$ cat config.mk
export PLATFORM = sky130hd
export DESIGN_NAME = ahp_host_ctrl
export DESIGN_NICKNAME = d
export VERILOG_FILES = /design/src/ahp_pkg.sv /design/src/ahp_sync2.sv /design/src/ahp_host_ctrl.sv
export SDC_FILE = /design/constraint.sdc
export NUM_CORES = 1
export LEC_CHECK = 0
export BUFFER_PORTS_ARGS = -buffer_cell sky130_fd_sc_hd__buf_2
export CAP_MARGIN = 20
export CORE_UTILIZATION = 40
export DETAILED_ROUTE_END_ITERATION = 8
export GPL_ROUTABILITY_DRIVEN = 0
export PLACE_DENSITY = 0.69
export REMOVE_ABC_BUFFERS = 1
export SYNTH_ARGS = -nofsm -noshare
export SYNTH_HDL_FRONTEND = slang
export SYNTH_HIERARCHICAL = 1
export SYNTH_SLANG_ARGS = --single-unit
$ cat constraint.sdc
create_clock -name clk -period 2.5 [get_ports clk]
set_input_delay 0.5 -clock clk [delete_from_list [all_inputs] [get_ports clk]]
set_output_delay 0.5 -clock clk [all_outputs]
set_load 0.05 [all_outputs]
$ cat src/ahp_pkg.sv
package ahp_pkg;
  // ----------------------------------------
  // Widths
  // ----------------------------------------
  localparam int AHP_DW = 8;
  localparam int AHP_AW = 8;
  localparam int AHP_TEST_BIT = 7;
  // ----------------------------------------
  // Timing, in ns and in cycles of clk
  // ----------------------------------------
  localparam int AHP_CLK_NS = 20;
  localparam int AHP_SETUP_NS = 40;
  localparam int AHP_STROBE_NS = 100;
  localparam int AHP_HOLD_NS = 40;
  localparam int AHP_RESET_NS = 200;
  localparam logic [3:0] AHP_SETUP_CYC = 4'((AHP_SETUP_NS + AHP_CLK_NS - 1) / AHP_CLK_NS);
  localparam logic [3:0] AHP_STROBE_CYC = 4'((AHP_STROBE_NS + AHP_CLK_NS - 1) / AHP_CLK_NS);
  localparam logic [3:0] AHP_HOLD_CYC = 4'((AHP_HOLD_NS + AHP_CLK_NS - 1) / AHP_CLK_NS);
  localparam logic [3:0] AHP_RESET_CYC = 4'((AHP_RESET_NS + AHP_CLK_NS - 1) / AHP_CLK_NS);
  // ----------------------------------------
  // Sequencer states
  // ----------------------------------------
  typedef enum logic [2:0] {
    AHP_RESET = 3'h0,
    AHP_IDLE = 3'h1,
    AHP_ADDR = 3'h3,
    AHP_LATCH = 3'h2,
    AHP_STROBE = 3'h6,
    AHP_HOLD = 3'h7
  } ahp_state_t;
endpackage

$ cat src/ahp_sync2.sv
`timescale 1ns/1ps
module ahp_sync2
  import ahp_pkg::*;
#(
  parameter int W = 9
) (
  input wire logic clk,
  input wire logic ce,
  input wire logic [W-1:0] din,
  output logic [W-1:0] dout
);
  typedef struct packed {
    logic [W-1:0] meta;
    logic [W-1:0] sync;
  } ahp_sync_t;
  ahp_sync_t r;
  ahp_sync_t next_r;
  always_comb begin
    next_r = r;
    if (ce) begin
      next_r.meta = din;
      next_r.sync = r.meta;
    end
  end
  always_ff @(posedge clk) begin
    r <= next_r;
  end
  assign dout = r.sync;
endmodule

$ cat src/ahp_host_ctrl.sv
`timescale 1ns/1ps
// Overview of operation
// - Host holds chip select low throughout every read or write access.
// - Strobe-only systems tie chip select to inverted reset; not used here.
// - Read: read strobe low with chip select; device drives data.
// - Write: device captures data on rising write strobe with chip select low.
// - Top address bit high selects test space, low normal space.
// - Host shows address with latch enable high, then drops it.
module ahp_host_ctrl
  import ahp_pkg::*;
(
  input wire logic clk,
  input wire logic srst,
  input wire logic ce,
  input wire logic reqValid,
  output logic reqReady,
  input wire logic reqWrite,
  input wire logic reqTest,
  input wire logic [AHP_AW-2:0] reqAddr,
  input wire logic [AHP_DW-1:0] reqWdata,
  input wire logic resetReq,
  output logic rspValid,
  output logic [AHP_DW-1:0] rspRdata,
  output logic irqPending,
  output logic chipSelect_n,
  output logic readStrobe_n,
  output logic writeStrobe_n,
  output logic asyncReset_n,
  output logic addressLatchEnable,
  output logic [AHP_AW-1:0] registerAddress,
  input wire logic [AHP_DW-1:0] hostDataIn,
  output logic [AHP_DW-1:0] hostDataOut,
  output logic hostDataOe,
  input wire logic interruptRequest_n
);
  // ----------------------------------------
  // State
  // ----------------------------------------
  typedef struct packed {
    ahp_state_t st;
    logic [3:0] cnt;
    logic wr;
    logic [AHP_AW-1:0] addr;
    logic [AHP_DW-1:0] wdata;
    logic [AHP_DW-1:0] rdata;
    logic rsp;
    logic cs_n;
    logic rd_n;
    logic wr_n;
    logic rst_n;
    logic ale;
    logic oe;
  } ahp_ctrl_t;

  ahp_ctrl_t r;
  ahp_ctrl_t next_r;
  logic [AHP_DW:0] syncOut;
  logic [AHP_DW-1:0] dataSync;
  logic irqSync_n;

  // ----------------------------------------
  // Pin synchronisers
  // ----------------------------------------
  // Read data is only sampled after the strobe has stood long enough to settle
  ahp_sync2 #(
    .W(AHP_DW + 1)
  ) u_sync (
    .clk(clk),
    .ce(ce),
    .din({interruptRequest_n, hostDataIn}),
    .dout(syncOut)
  );
  assign dataSync = syncOut[AHP_DW-1:0];
  assign irqSync_n = syncOut[AHP_DW];

  // ----------------------------------------
  // Access sequencer
  // ----------------------------------------
  always_comb begin
    next_r = r;
    if (srst) begin
      next_r = '0;
      next_r.st = AHP_RESET;
      next_r.cnt = AHP_RESET_CYC;
      next_r.cs_n = 1'b1;
      next_r.rd_n = 1'b1;
      next_r.wr_n = 1'b1;
      next_r.ale = 1'b1;
    end else if (ce) begin
      // Pulse drops on enabled cycles or on srst; while ce is low without srst it stands on
      next_r.rsp = 1'b0;
      case (r.st)
        AHP_RESET: begin
          next_r.cs_n = 1'b1;
          next_r.rst_n = 1'b0;
          if (r.cnt == 4'h0) begin
            next_r.rst_n = 1'b1;
            next_r.st = AHP_IDLE;
          end else begin
            next_r.cnt = r.cnt - 4'h1;
          end
        end

        AHP_IDLE: begin
          // Reset request first, so no access can straddle the pulse
          if (resetReq) begin
            next_r.st = AHP_RESET;
            next_r.cnt = AHP_RESET_CYC;
            next_r.rst_n = 1'b0;
          end else if (reqValid) begin
            next_r.addr = {reqTest, reqAddr};
            next_r.wr = reqWrite;
            next_r.wdata = reqWdata;
            next_r.ale = 1'b1;
            next_r.cs_n = 1'b0;
            next_r.cnt = AHP_SETUP_CYC;
            next_r.st = AHP_ADDR;
          end
        end

        AHP_ADDR: begin
          if (r.cnt == 4'h0) begin
            next_r.ale = 1'b0;
            next_r.cnt = AHP_SETUP_CYC;
            next_r.st = AHP_LATCH;
          end else begin
            next_r.cnt = r.cnt - 4'h1;
          end
        end

        AHP_LATCH: begin
          if (r.cnt == 4'h0) begin
            // Write data leads the capture edge by the whole strobe
            next_r.oe = r.wr;
            next_r.rd_n = r.wr;
            next_r.wr_n = ~r.wr;
            next_r.cnt = AHP_STROBE_CYC;
            next_r.st = AHP_STROBE;
          end else begin
            next_r.cnt = r.cnt - 4'h1;
          end
        end

        AHP_STROBE: begin
          if (r.cnt == 4'h0) begin
            if (!r.wr) begin
              next_r.rdata = dataSync;
            end
            // rising write edge, cs still low
            next_r.rd_n = 1'b1;
            next_r.wr_n = 1'b1;
            next_r.cnt = AHP_HOLD_CYC;
            next_r.st = AHP_HOLD;
          end else begin
            next_r.cnt = r.cnt - 4'h1;
          end
        end

        AHP_HOLD: begin
          // Select and data outlast the strobe edge by the hold time
          if (r.cnt == 4'h0) begin
            next_r.cs_n = 1'b1;
            next_r.oe = 1'b0;
            next_r.ale = 1'b1;
            next_r.rsp = 1'b1;
            next_r.st = AHP_IDLE;
          end else begin
            next_r.cnt = r.cnt - 4'h1;
          end
        end

        default: begin
          // Stray code: park with every strobe released
          next_r.st = AHP_IDLE;
          next_r.cs_n = 1'b1;
          next_r.rd_n = 1'b1;
          next_r.wr_n = 1'b1;
          next_r.oe = 1'b0;
        end
      endcase
    end
  end

  // Reset folded into next_r; keeps it synchronous
  always_ff @(posedge clk) begin
    r <= next_r;
  end

  // ----------------------------------------
  // Outputs
  // ----------------------------------------
  // No new request while busy or while a reset request waits
  assign reqReady = ce && !srst && (r.st == AHP_IDLE) && !resetReq;
  // Pins come straight from flops, so no glitch reaches a strobe
  assign rspValid = r.rsp;
  assign rspRdata = r.rdata;
  assign irqPending = ~irqSync_n;
  assign chipSelect_n = r.cs_n;
  assign readStrobe_n = r.rd_n;
  assign writeStrobe_n = r.wr_n;
  assign asyncReset_n = r.rst_n;
  assign addressLatchEnable = r.ale;
  assign registerAddress = r.addr;
  assign hostDataOut = r.wdata;
  assign hostDataOe = r.oe;
endmodule

==> tab_implementation.tex, run 1 <==
\begin{tabular}{lr}
\hline
Metric & Value \\
\hline
\multicolumn{2}{l}{\textbf{Status}} \\
Outcome & finished, final reports clean \\
\multicolumn{2}{l}{\textbf{Route}} \\
Post-route DRC violation count & 0 \\
Via Count & between 1,500 and 2,000 \\
Wire length reported by the detailed router & about 4800 µm \\
Vias per cell & 5.00 \\
Total met2 wirelength after detailed routing & about 2200 µm \\
Routed wire length per instance & around 13 µm \\
Iteration-0 DRC Markers & between 50 and 60 \\
Detailed-routed wire length on met3 & around 370 µm \\
Highest metal layer with signal wires & met4 \\
Count of antenna-violating nets left after detailed routing & 0 \\
Met1 layer wirelength in the final routing & roughly 2200 µm \\
Pre-antenna DRT Iters & 4 \\
\multicolumn{2}{l}{\textbf{Floorplanning}} \\
Horiz. Die Dim & between 80 and 90 µm \\
Die area & roughly 0.0066 mm² \\
Total I/O pin count & 64 \\
Std-Cell Core Area & between 0.005 and 0.006 mm² \\
Row count & 28 \\
Effective utilization at floorplan & 42.1\% \\
Die H & slightly above 80 µm \\
\multicolumn{2}{l}{\textbf{Power and ir drop}} \\
Leakage dissipation & about 0.0011 µW \\
Power Dens Cells & 708 mW/mm² \\
Sequential group share of total power & around half \\
Worst ir drop on vdd & around 0.00036 V \\
Net switching component of the power & about 450 µW \\
Internal power of the cells & between 1500 and 2000 µW \\
Net switching share of the total power & 22.2\% \\
Combinational Power Share & 5.1\% \\
Clock network power share & between 40 and 50\% \\
\multicolumn{2}{l}{\textbf{Global route}} \\
Initial antenna violation count & 0 \\
GR Overflow Total & 0 \\
Wire length of the first global-routing pass & 7870 µm \\
Via count of the first global-routing pass & between 1,500 and 2,000 \\
Maximum number of pins on one net before global-route repair & 39 \\
Overall Global Routing Usage & 15.9\% \\
\multicolumn{2}{l}{\textbf{CTS}} \\
Clock Sinks & 57 \\
Number of post-CTS setup repair buffers & 0 \\
Number of buffers added to fix hold violations after cts & 0 \\
TritonCTS clock tree & yes \\
Maximum root-to-sink buffer count & 2 \\
Clock edge transition at the registers on the reported setup and hold paths & roughly 70 ps \\
Clk root buf & clkbuf\_8 \\
Num CTS Buffers & 9 \\
Total of cells resized after clock tree synthesis & 0 \\
Clock latency on the worst-skew pair & 330 ps \\
H-tree depth & 3 \\
\multicolumn{2}{l}{\textbf{Yosys}} \\
Main synth FF type & dfxtp\_1 \\
Synth area leader & dfxtp\_1 \\
Number of synthesized register bits & between 50 and 60 \\
Synth top cells by count & 40 x nand2\_1, 39 x dfxtp\_1, 33 x buf\_4, 30 x a21oi\_1, 18 x edfxtp\_1 \\
Number of distinct library cells after synthesis & 43 \\
Most instantiated library cell after synthesis & nand2\_1 \\
Gate count after technology mapping & approximately 260 \\
Proportion of register bits with asynchronous set or reset after synthesis & 0\% \\
Summed instance area of the synthesized netlist & around 0.0025 mm² \\
Mean Syn Cell Area & 9.63 µm² \\
Count of yosys warnings during synthesis & 6 \\
Area fraction of the dominant cell type after synthesis & between 30\% and 40\% \\
Cells taking the most area after synthesis & dfxtp\_1 31\%, edfxtp\_1 21\%, buf\_4 9.8\% \\
EDFF count, synth & 18 \\
Part of the Yosys area used for sequential elements & approximately 52\% \\
\multicolumn{2}{l}{\textbf{Worst setup path}} \\
Series of cell instances along the critical path & nand2b\_1, nor4\_1, buf\_2 \\
Setup crit end kind & output port \\
Setup crit start kind & register \\
Worst endpoint data arrival time & roughly 1700 ps \\
Largest incremental delay on the critical path & roughly 490 ps \\
Largest delay share family, worst path & simple AND/OR/NAND/NOR gates \\
Critical path start-end classification & reg2out \\
Data required time of the worst path & around 2000 ps \\
Register-to-register setup slack & about 490 ps \\
Slowest stage cell, crit path & dfxtp\_1 \\
Critical Path Fanout Max & 20 \\
Worst path buffer plus inverter count & 1 \\
\multicolumn{2}{l}{\textbf{Place}} \\
Post-Place Setup Slack & 467 ps \\
Placed wire-length estimate after detailed placement & about 3200 µm \\
Area post-placement & 0.00267 mm² \\
Number of port buffers & 63 \\
\multicolumn{2}{l}{\textbf{STA}} \\
Fin worst setup slack & 309 ps \\
Slew at the pin closest to its max-slew limit & about 600 ps \\
Count of final hold-check violations & 0 \\
Maximum frequency from static timing analysis & 456 MHz \\
Final setup viols & 0 \\
Clock period minus worst slack & roughly 2200 ps \\
Pins over their slew limit & 0 \\
RSZ-0062 raised after global routing & no \\
Final cycle utilization of the critical path & between 80\% and 90\% \\
Clock tree skew after final layout & 6.16 ps \\
Relative slew slack & between 50 and 60\% \\
\multicolumn{2}{l}{\textbf{Layout}} \\
Ratio of cells with drive above 1 in the final layout & a little under a third \\
Final instance area & between 0.002 and 0.003 mm² \\
Filler cells & between 500 and 600 \\
Final-stage net count & 327 \\
Flip-flop and latch area & approximately 0.0013 mm² \\
Synth-to-layout area growth & 14.5\% \\
Footprint of the multi-input gates & around 880 µm² \\
Total inserted antenna cells & 0 \\
\multicolumn{2}{l}{\textbf{Job}} \\
Max-Cap Viols & 0 \\
\multicolumn{2}{l}{\textbf{Worst hold path}} \\
Worst hold-check path type & in2reg \\
\hline
\end{tabular}
final cells by class:
class                           count  area share (%)
Clock buffer                        9            4.29
Clock inverter                      7            3.25
Inverter                            7           0.910
Multi-Input combinational cell    152            30.3
Sequential cell                    57            45.8
Tap cell                           75            3.25
Timing Repair Buffer               68            12.2
state kept, by name, summed over array words and instances (netlist names), 8 cells and up:
register	flops
hostDataOut	8
r	8
registerAddress	8
rspRdata	8
u_sync/dout	9
u_sync/r	9
logic make-up after synthesis:
family                   Yosys count  synth area share, %
AO/OA/AOI/OAI                     60                 14.2
buffers and inverters             53                 13.1
XOR/XNOR                           1                0.347
flip-flops                        57                 52.4
adder cells (fa/ha/maj)            2                0.893
multiplexers                       8                 3.17
AND/OR/NAND/NOR                   81                 15.9
worst reg2reg max path, cell delays in order, from the launching register on:
cell	delay, ps
dfxtp_1	330
inv_1	60
ha_1	190
or3b_1	520
nor4_4	290
buf_4	230
mux2i_1	220
nor2_1	50
metrics by stage:
stage                     cells  hold WS (ps)  total power, µW  util, %  setup TNS [ps]
after floorplan             216           400             1060        -            -155
after global placement      359           403             1120     44.6               0
after detailed placement    359           406             1120     44.6               0
after CTS                   375           320             2070     48.2               0
after global routing        375           311             2140     48.2               0
final                       375           343             2040     48.2               0
cells in the final DEF, fill, tap and decap left out, drive strengths merged, types with 2 or more instances in the layout:
cell type,Yosys,layout
o211ai,2,2
nand3,2,2
a311oi,2,2
nor2b,2,2
a211oi,4,4
bufinv,0,2
mux2i,8,8
inv,7,8
clkbuf,12,9
dfxtp,39,39
nor4,3,3
clkinv,0,3
edfxtp,18,18
nand2b,6,6
a21oi,30,30
or3,2,2
nor2,11,11
nor3,6,6
o21ai,12,12
nand2,40,40
a31oi,2,2
buf,34,68
o311ai,2,2
or3b,2,2
path summary, 6_finish.rpt:
kind                                    start             end  depth (start not counted)
worst max register to register          r[32]     rspRdata[2]                          7
worst max-delay path                    r[37]        reqReady                          3
worst min register to register   u_sync/r[15]  u_sync/dout[6]                          0
worst min-delay path            hostDataIn[3]    u_sync/r[12]                          1
per-layer routing:
| layer | up-vias | track usage [%] |
|---|---|---|
| li1 | 950 | - |
| met2 | 70 | 25.3 |
| met3 | 4 | 6.56 |
| met4 | 0 | 7.50 |
| met5 | - | 0 |
| met1 | 851 | 18.6 |
power by group through the flow:
stage / Clock, µW / Sequential, µW / Combinational [µW]
2_1_floorplan: 0 / 1020 / 44.0
3_3_place_gp: 0 / 1020 / 105
6_report: 940 / 999 / 105
5_1_grt: 1020 / 1000 / 119
3_5_place_dp: 0 / 1020 / 105
4_1_cts: 962 / 998 / 105
Power figures use the tool's default switching activity.
==> inputs of run 2 (changes only) <==
- CORE_ASPECT_RATIO: unset -> 1.1
==> run 2 against run 1 <==
Net effect: sequential cell count is the same; non-clock buffer count is the same; sequential share of layout area increased by 0.58 points; total power is 6.8% lower; utilization about the same; highest routed layer unchanged; register-to-register slack worse by 30 ps; combinational power is essentially flat; routed wire length grew 1.1%; global-route usage up 0.17 points.
==> tab_implementation.tex, run 2 (synthesized netlist as in run 1, its figures left out) <==
\begin{tabular}{lr}
\hline
Metric & Value \\
\hline
\multicolumn{2}{l}{\textbf{Power and ir drop}} \\
Leakage dissipation & $\sim$0.0011 µW \\
Sequential group share of total power & 52.5\% \\
Worst ir drop on vdd & 0.000309 V \\
Net switching share of the total power & 22.0\% \\
Combinational Power Share & approximately 5.5\% \\
Internal power of the cells & $\sim$1500 µW \\
Net switching component of the power & roughly 420 µW \\
Clock network power share & a little over two fifths \\
Power Dens Cells & between 600 and 700 mW/mm² \\
\multicolumn{2}{l}{\textbf{Global route}} \\
Overall Global Routing Usage & 16.1\% \\
Initial antenna violation count & 0 \\
Wire length of the first global-routing pass & just over 8000 µm \\
Via count of the first global-routing pass & between 1,500 and 2,000 \\
GR Overflow Total & 0 \\
Maximum number of pins on one net before global-route repair & 39 \\
\multicolumn{2}{l}{\textbf{Layout}} \\
Final instance area & approximately 0.0029 mm² \\
Final-stage net count & approximately 330 \\
Count of non-filler cells in the finished layout & about 380 \\
Most frequent standard cell in the layout excluding fill and tap cells & buf\_2 \\
Filler cells & approximately 590 \\
Flip-flop and latch area & 0.00132 mm² \\
Ratio of cells with drive above 1 in the final layout & $\sim$29\% \\
Commonest non-fill, non-tap cells in the layout & 63 x buf\_2, 40 x nand2\_1, 39 x dfxtp\_1 \\
Footprint of the multi-input gates & approximately 900 µm² \\
Synth-to-layout area growth & 13.0\% \\
Total inserted antenna cells & 0 \\
\multicolumn{2}{l}{\textbf{CTS}} \\
Total of cells resized after clock tree synthesis & 0 \\
TritonCTS clock tree & yes \\
Number of buffers added to fix hold violations after cts & 0 \\
Num CTS Buffers & 9 \\
Maximum root-to-sink buffer count & 2 \\
Number of post-CTS setup repair buffers & 0 \\
H-tree depth & 3 \\
Clock latency on the worst-skew pair & approximately 330 ps \\
Clock edge transition at the registers on the reported setup and hold paths & approximately 60 ps \\
Clk root buf & clkbuf\_8 \\
Clock Sinks & 57 \\
\multicolumn{2}{l}{\textbf{Floorplanning}} \\
Std-Cell Core Area & around 0.006 mm² \\
Die H & 85.3 µm \\
Row count & 29 \\
Die area & between 0.006 and 0.007 mm² \\
Total I/O pin count & 64 \\
Effective utilization at floorplan & 42.6\% \\
Horiz. Die Dim & about 78 µm \\
\multicolumn{2}{l}{\textbf{STA}} \\
Min Hold Slack & 347 ps \\
RSZ-0062 raised after global routing & no \\
Count of final hold-check violations & 0 \\
Relative slew slack & between 50\% and 60\% \\
Pins over their slew limit & 0 \\
Final setup viols & 0 \\
Clock period minus worst slack & roughly 2100 ps \\
Final cycle utilization of the critical path & about 85\% \\
Clock tree skew after final layout & just under 8 ps \\
Maximum frequency from static timing analysis & approximately 470 MHz \\
Slew at the pin closest to its max-slew limit & a little over 700 ps \\
\multicolumn{2}{l}{\textbf{Job}} \\
Max-Cap Viols & 0 \\
\multicolumn{2}{l}{\textbf{Route}} \\
Post-route DRC violation count & 0 \\
Count of antenna-violating nets left after detailed routing & 0 \\
Detailed-routed wire length on met3 & approximately 260 µm \\
Met1 layer wirelength in the final routing & 2270 µm \\
Via Count & between 1,500 and 2,000 \\
Vias per cell & roughly 5 \\
Highest metal layer with signal wires & met4 \\
Total met2 wirelength after detailed routing & $\sim$2200 µm \\
Wire length reported by the detailed router & 4850 µm \\
Iteration-0 DRC Markers & a little under 90 \\
Routed wire length per instance & approximately 13 µm \\
Pre-antenna DRT Iters & 4 \\
\multicolumn{2}{l}{\textbf{Place}} \\
Number of cells in the design after placement & 361 \\
Area post-placement & between 0.002 and 0.003 mm² \\
Number of port buffers & 63 \\
Placed wire-length estimate after detailed placement & roughly 3200 µm \\
\multicolumn{2}{l}{\textbf{Worst setup path}} \\
Setup crit end kind & output port \\
Data required time of the worst path & 2000 ps \\
Worst endpoint data arrival time & 1640 ps \\
Register-to-register setup slack & 460 ps \\
Setup crit start kind & register \\
Critical Path Fanout Max & 14 \\
Critical path start-end classification & reg2out \\
\multicolumn{2}{l}{\textbf{Status}} \\
Outcome & finished, final reports clean \\
\multicolumn{2}{l}{\textbf{Worst hold path}} \\
Worst hold-check path type & in2reg \\
\hline
\end{tabular}
==> run 2: cell types whose count changed in the layout (fill, tap and decap cells not counted) <==
cell / previous run / this run
clkbuf_1: 0 / 3
bufinv_16: 2 / 1
clkinv_2: 1 / 2
clkinv_4: 1 / 0
clkinvlp_4: 1 / 0
inv_6: 1 / 0
==> run 2: cell type report <==
cell class	instances	share of cell area, %
clock buffers	12	4.74
clock inverters	4	1.54
inverters	7	0.921
multi-input cells	152	30.7
flip-flops and latches	57	46.3
well taps	77	3.38
repair buffers	68	12.4
==> run 2: path summary, 6_finish.rpt <==
check,startpoint,endpoint,depth (start not counted)
setup / recovery,r[36],reqReady,3
hold / removal,hostDataIn[5],u_sync/r[14],1
setup reg to reg,r[32],rspRdata[4],7
hold reg to reg,u_sync/r[17],u_sync/dout[8],0
==> run 2: per-stage QoR <==
step	util (%)	TNS [ps]	setup WS [ps]	power [µW]
after detailed placement	45.2	0	468	1120
final	48.2	0	364	1900
after floorplan	-	-155	-155	1060
after CTS	48.2	0	334	1930
after global routing	48.2	0	168	1990
after global placement	45.2	0	568	1120
==> run 2: layer usage <==
layer	vias up	track usage, %
li1	954	-
met1	850	18.7
met2	51	26.1
met3	8	5.91
met4	0	8.06
met5	-	0
==> run 2: power by group through the flow <==
| stage | logic, µW | registers [µW] | clock network (µW) |
|---|---|---|---|
| final | 106 | 1000 | 798 |
| after global routing | 117 | 1000 | 869 |
| after CTS | 106 | 1000 | 829 |
| after detailed placement | 105 | 1020 | 0 |
| after global placement | 104 | 1020 | 0 |
| after floorplan | 44.0 | 1020 | 0 |
==> run 2: worst max-delay path, stage by stage, from the launching register on <==
cell      delay (ps)
dfxtp_1          620
nand2b_1         190
nor4_1           200
buf_2            310
==> inputs of run 3 (changes only) <==
- CORE_UTILIZATION: 40 -> 45
- PLACE_DENSITY: 0.69 -> 0.75
- SLEW_MARGIN: unset -> 25
==> run 3 against run 2 <==
Net effect: worst hold slack got worse by 14 ps; clock power down 6.4%; highest routed layer unchanged; largest power group unchanged; largest cell class unchanged; critical path type unchanged; combinational power barely moved; fmax fell by 1.5%.
==> tab_implementation.tex, run 3 (synthesized netlist as in run 1, its figures left out) <==
\begin{tabular}{lr}
\hline
Metric & Value \\
\hline
\multicolumn{2}{l}{\textbf{Floorplanning}} \\
Effective utilization at floorplan & between 40\% and 50\% \\
Die H & a little over 80 µm \\
Die area & 0.00591 mm² \\
Std-Cell Core Area & around 0.0054 mm² \\
Row count & 28 \\
Total I/O pin count & 64 \\
Horiz. Die Dim & 73.4 µm \\
\multicolumn{2}{l}{\textbf{STA}} \\
Setup TNS after final layout & 0 ps \\
Clock period minus worst slack & about 2200 ps \\
Count of final hold-check violations & 0 \\
Pins over their slew limit & 0 \\
Clock tree skew after final layout & 6.55 ps \\
RSZ-0062 raised after global routing & no \\
Slew at the pin closest to its max-slew limit & slightly below 700 ps \\
Relative slew slack & 53.8\% \\
Final cycle utilization of the critical path & between 80\% and 90\% \\
Maximum frequency from static timing analysis & 461 MHz \\
Final setup viols & 0 \\
\multicolumn{2}{l}{\textbf{Route}} \\
Via Count & $\sim$1,900 \\
Total met2 wirelength after detailed routing & 2410 µm \\
Post-route DRC violation count & 0 \\
Highest metal layer with signal wires & met4 \\
Pre-antenna DRT Iters & 4 \\
Vias per cell & 4.98 \\
Met1 layer wirelength in the final routing & 2080 µm \\
Count of antenna-violating nets left after detailed routing & 0 \\
Routed wire length per instance & around 13 µm \\
Wire length reported by the detailed router & between 4000 and 5000 µm \\
Iteration-0 DRC Markers & $\sim$130 \\
Detailed-routed wire length on met3 & 273 µm \\
\multicolumn{2}{l}{\textbf{Power and ir drop}} \\
Leakage dissipation & roughly 0.0011 µW \\
Worst ir drop on vdd & approximately 0.00028 V \\
Power Dens Cells & 652 mW/mm² \\
\multicolumn{2}{l}{\textbf{Worst hold path}} \\
Worst hold-check path type & in2reg \\
\multicolumn{2}{l}{\textbf{Place}} \\
Number of port buffers & 63 \\
Placed wire-length estimate after detailed placement & about 3300 µm \\
Number of cells in the design after placement & about 360 \\
\multicolumn{2}{l}{\textbf{Layout}} \\
Synth-to-layout area growth & 12.6\% \\
Most frequent standard cell in the layout excluding fill and tap cells & buf\_2 \\
Total inserted antenna cells & 0 \\
Ratio of cells with drive above 1 in the final layout & between 30\% and 40\% \\
Final-stage net count & about 330 \\
Count of non-filler cells in the finished layout & about 380 \\
Commonest non-fill, non-tap cells in the layout & 63 x buf\_2, 40 x nand2\_1, 39 x dfxtp\_1 \\
End-of-flow core utilization & between 50\% and 60\% \\
\multicolumn{2}{l}{\textbf{CTS}} \\
TritonCTS clock tree & yes \\
Clk root buf & clkbuf\_8 \\
Maximum root-to-sink buffer count & 2 \\
Clock Sinks & 57 \\
Clock latency on the worst-skew pair & 340 ps \\
Num CTS Buffers & 9 \\
Number of buffers added to fix hold violations after cts & 0 \\
Clock edge transition at the registers on the reported setup and hold paths & around 70 ps \\
Total of cells resized after clock tree synthesis & 0 \\
H-tree depth & 3 \\
Number of post-CTS setup repair buffers & 0 \\
\multicolumn{2}{l}{\textbf{Global route}} \\
Initial antenna violation count & 0 \\
Maximum number of pins on one net before global-route repair & 39 \\
Via count of the first global-routing pass & about 1,700 \\
Wire length of the first global-routing pass & 7710 µm \\
GR Overflow Total & 0 \\
Overall Global Routing Usage & roughly 18\% \\
\multicolumn{2}{l}{\textbf{Worst setup path}} \\
Worst endpoint data arrival time & 1670 ps \\
Critical Path Fanout Max & 20 \\
Critical path start-end classification & reg2out \\
Setup crit end kind & output port \\
Data required time of the worst path & 2000 ps \\
Setup crit start kind & register \\
\multicolumn{2}{l}{\textbf{Job}} \\
Max-Cap Viols & 0 \\
\multicolumn{2}{l}{\textbf{Status}} \\
Outcome & finished, final reports clean \\
\hline
\end{tabular}
-- run 3: layer usage --
layer,global-route usage (%),up-vias
met3,8.66,7
li1,-,952
met4,9.62,0
met2,29.3,51
met1,19.1,858
met5,0,-
-- run 3: worst max-delay path: stages (launching register included) --
cell      delay, ps
dfxtp_1         490
nand2b_1        280
nor4_1          250
buf_2           310
-- run 3: layout make-up --
cell class	count	area, µm²
fillers	541	2550
multi-input cells	152	876
clock inverters	6	33.8
clock buffers	10	138
repair buffers	68	353
inverters	7	26.3
flip-flops and latches	57	1320
well taps	75	93.8
-- run 3: worst paths after layout --
check                startpoint  depth (start not counted)              to  slack [ps]
setup / recovery          r[37]                          3        reqReady         330
hold / removal    hostDataIn[7]                          1    u_sync/r[16]         330
setup reg to reg          r[32]                          5           r[37]         460
hold reg to reg     u_sync/r[9]                          0  u_sync/dout[0]         420
-- run 3: report_power, final --
part,total (µW),switching (µW),internal (µW)
combinational,106,62.9,43.2
clock,747,370,377
sequential,999,12.4,987
-- run 3: per-stage QoR --
step	hold WS (ps)	setup WS, ps	cell area (µm²)	total power (µW)
5_1_grt	309	163	2840	1940
3_5_place_dp	405	452	2670	1130
4_1_cts	321	303	2840	1870
2_1_floorplan	400	-155	2220	1060
3_3_place_gp	401	568	2670	1120
6_report	333	331	2840	1850
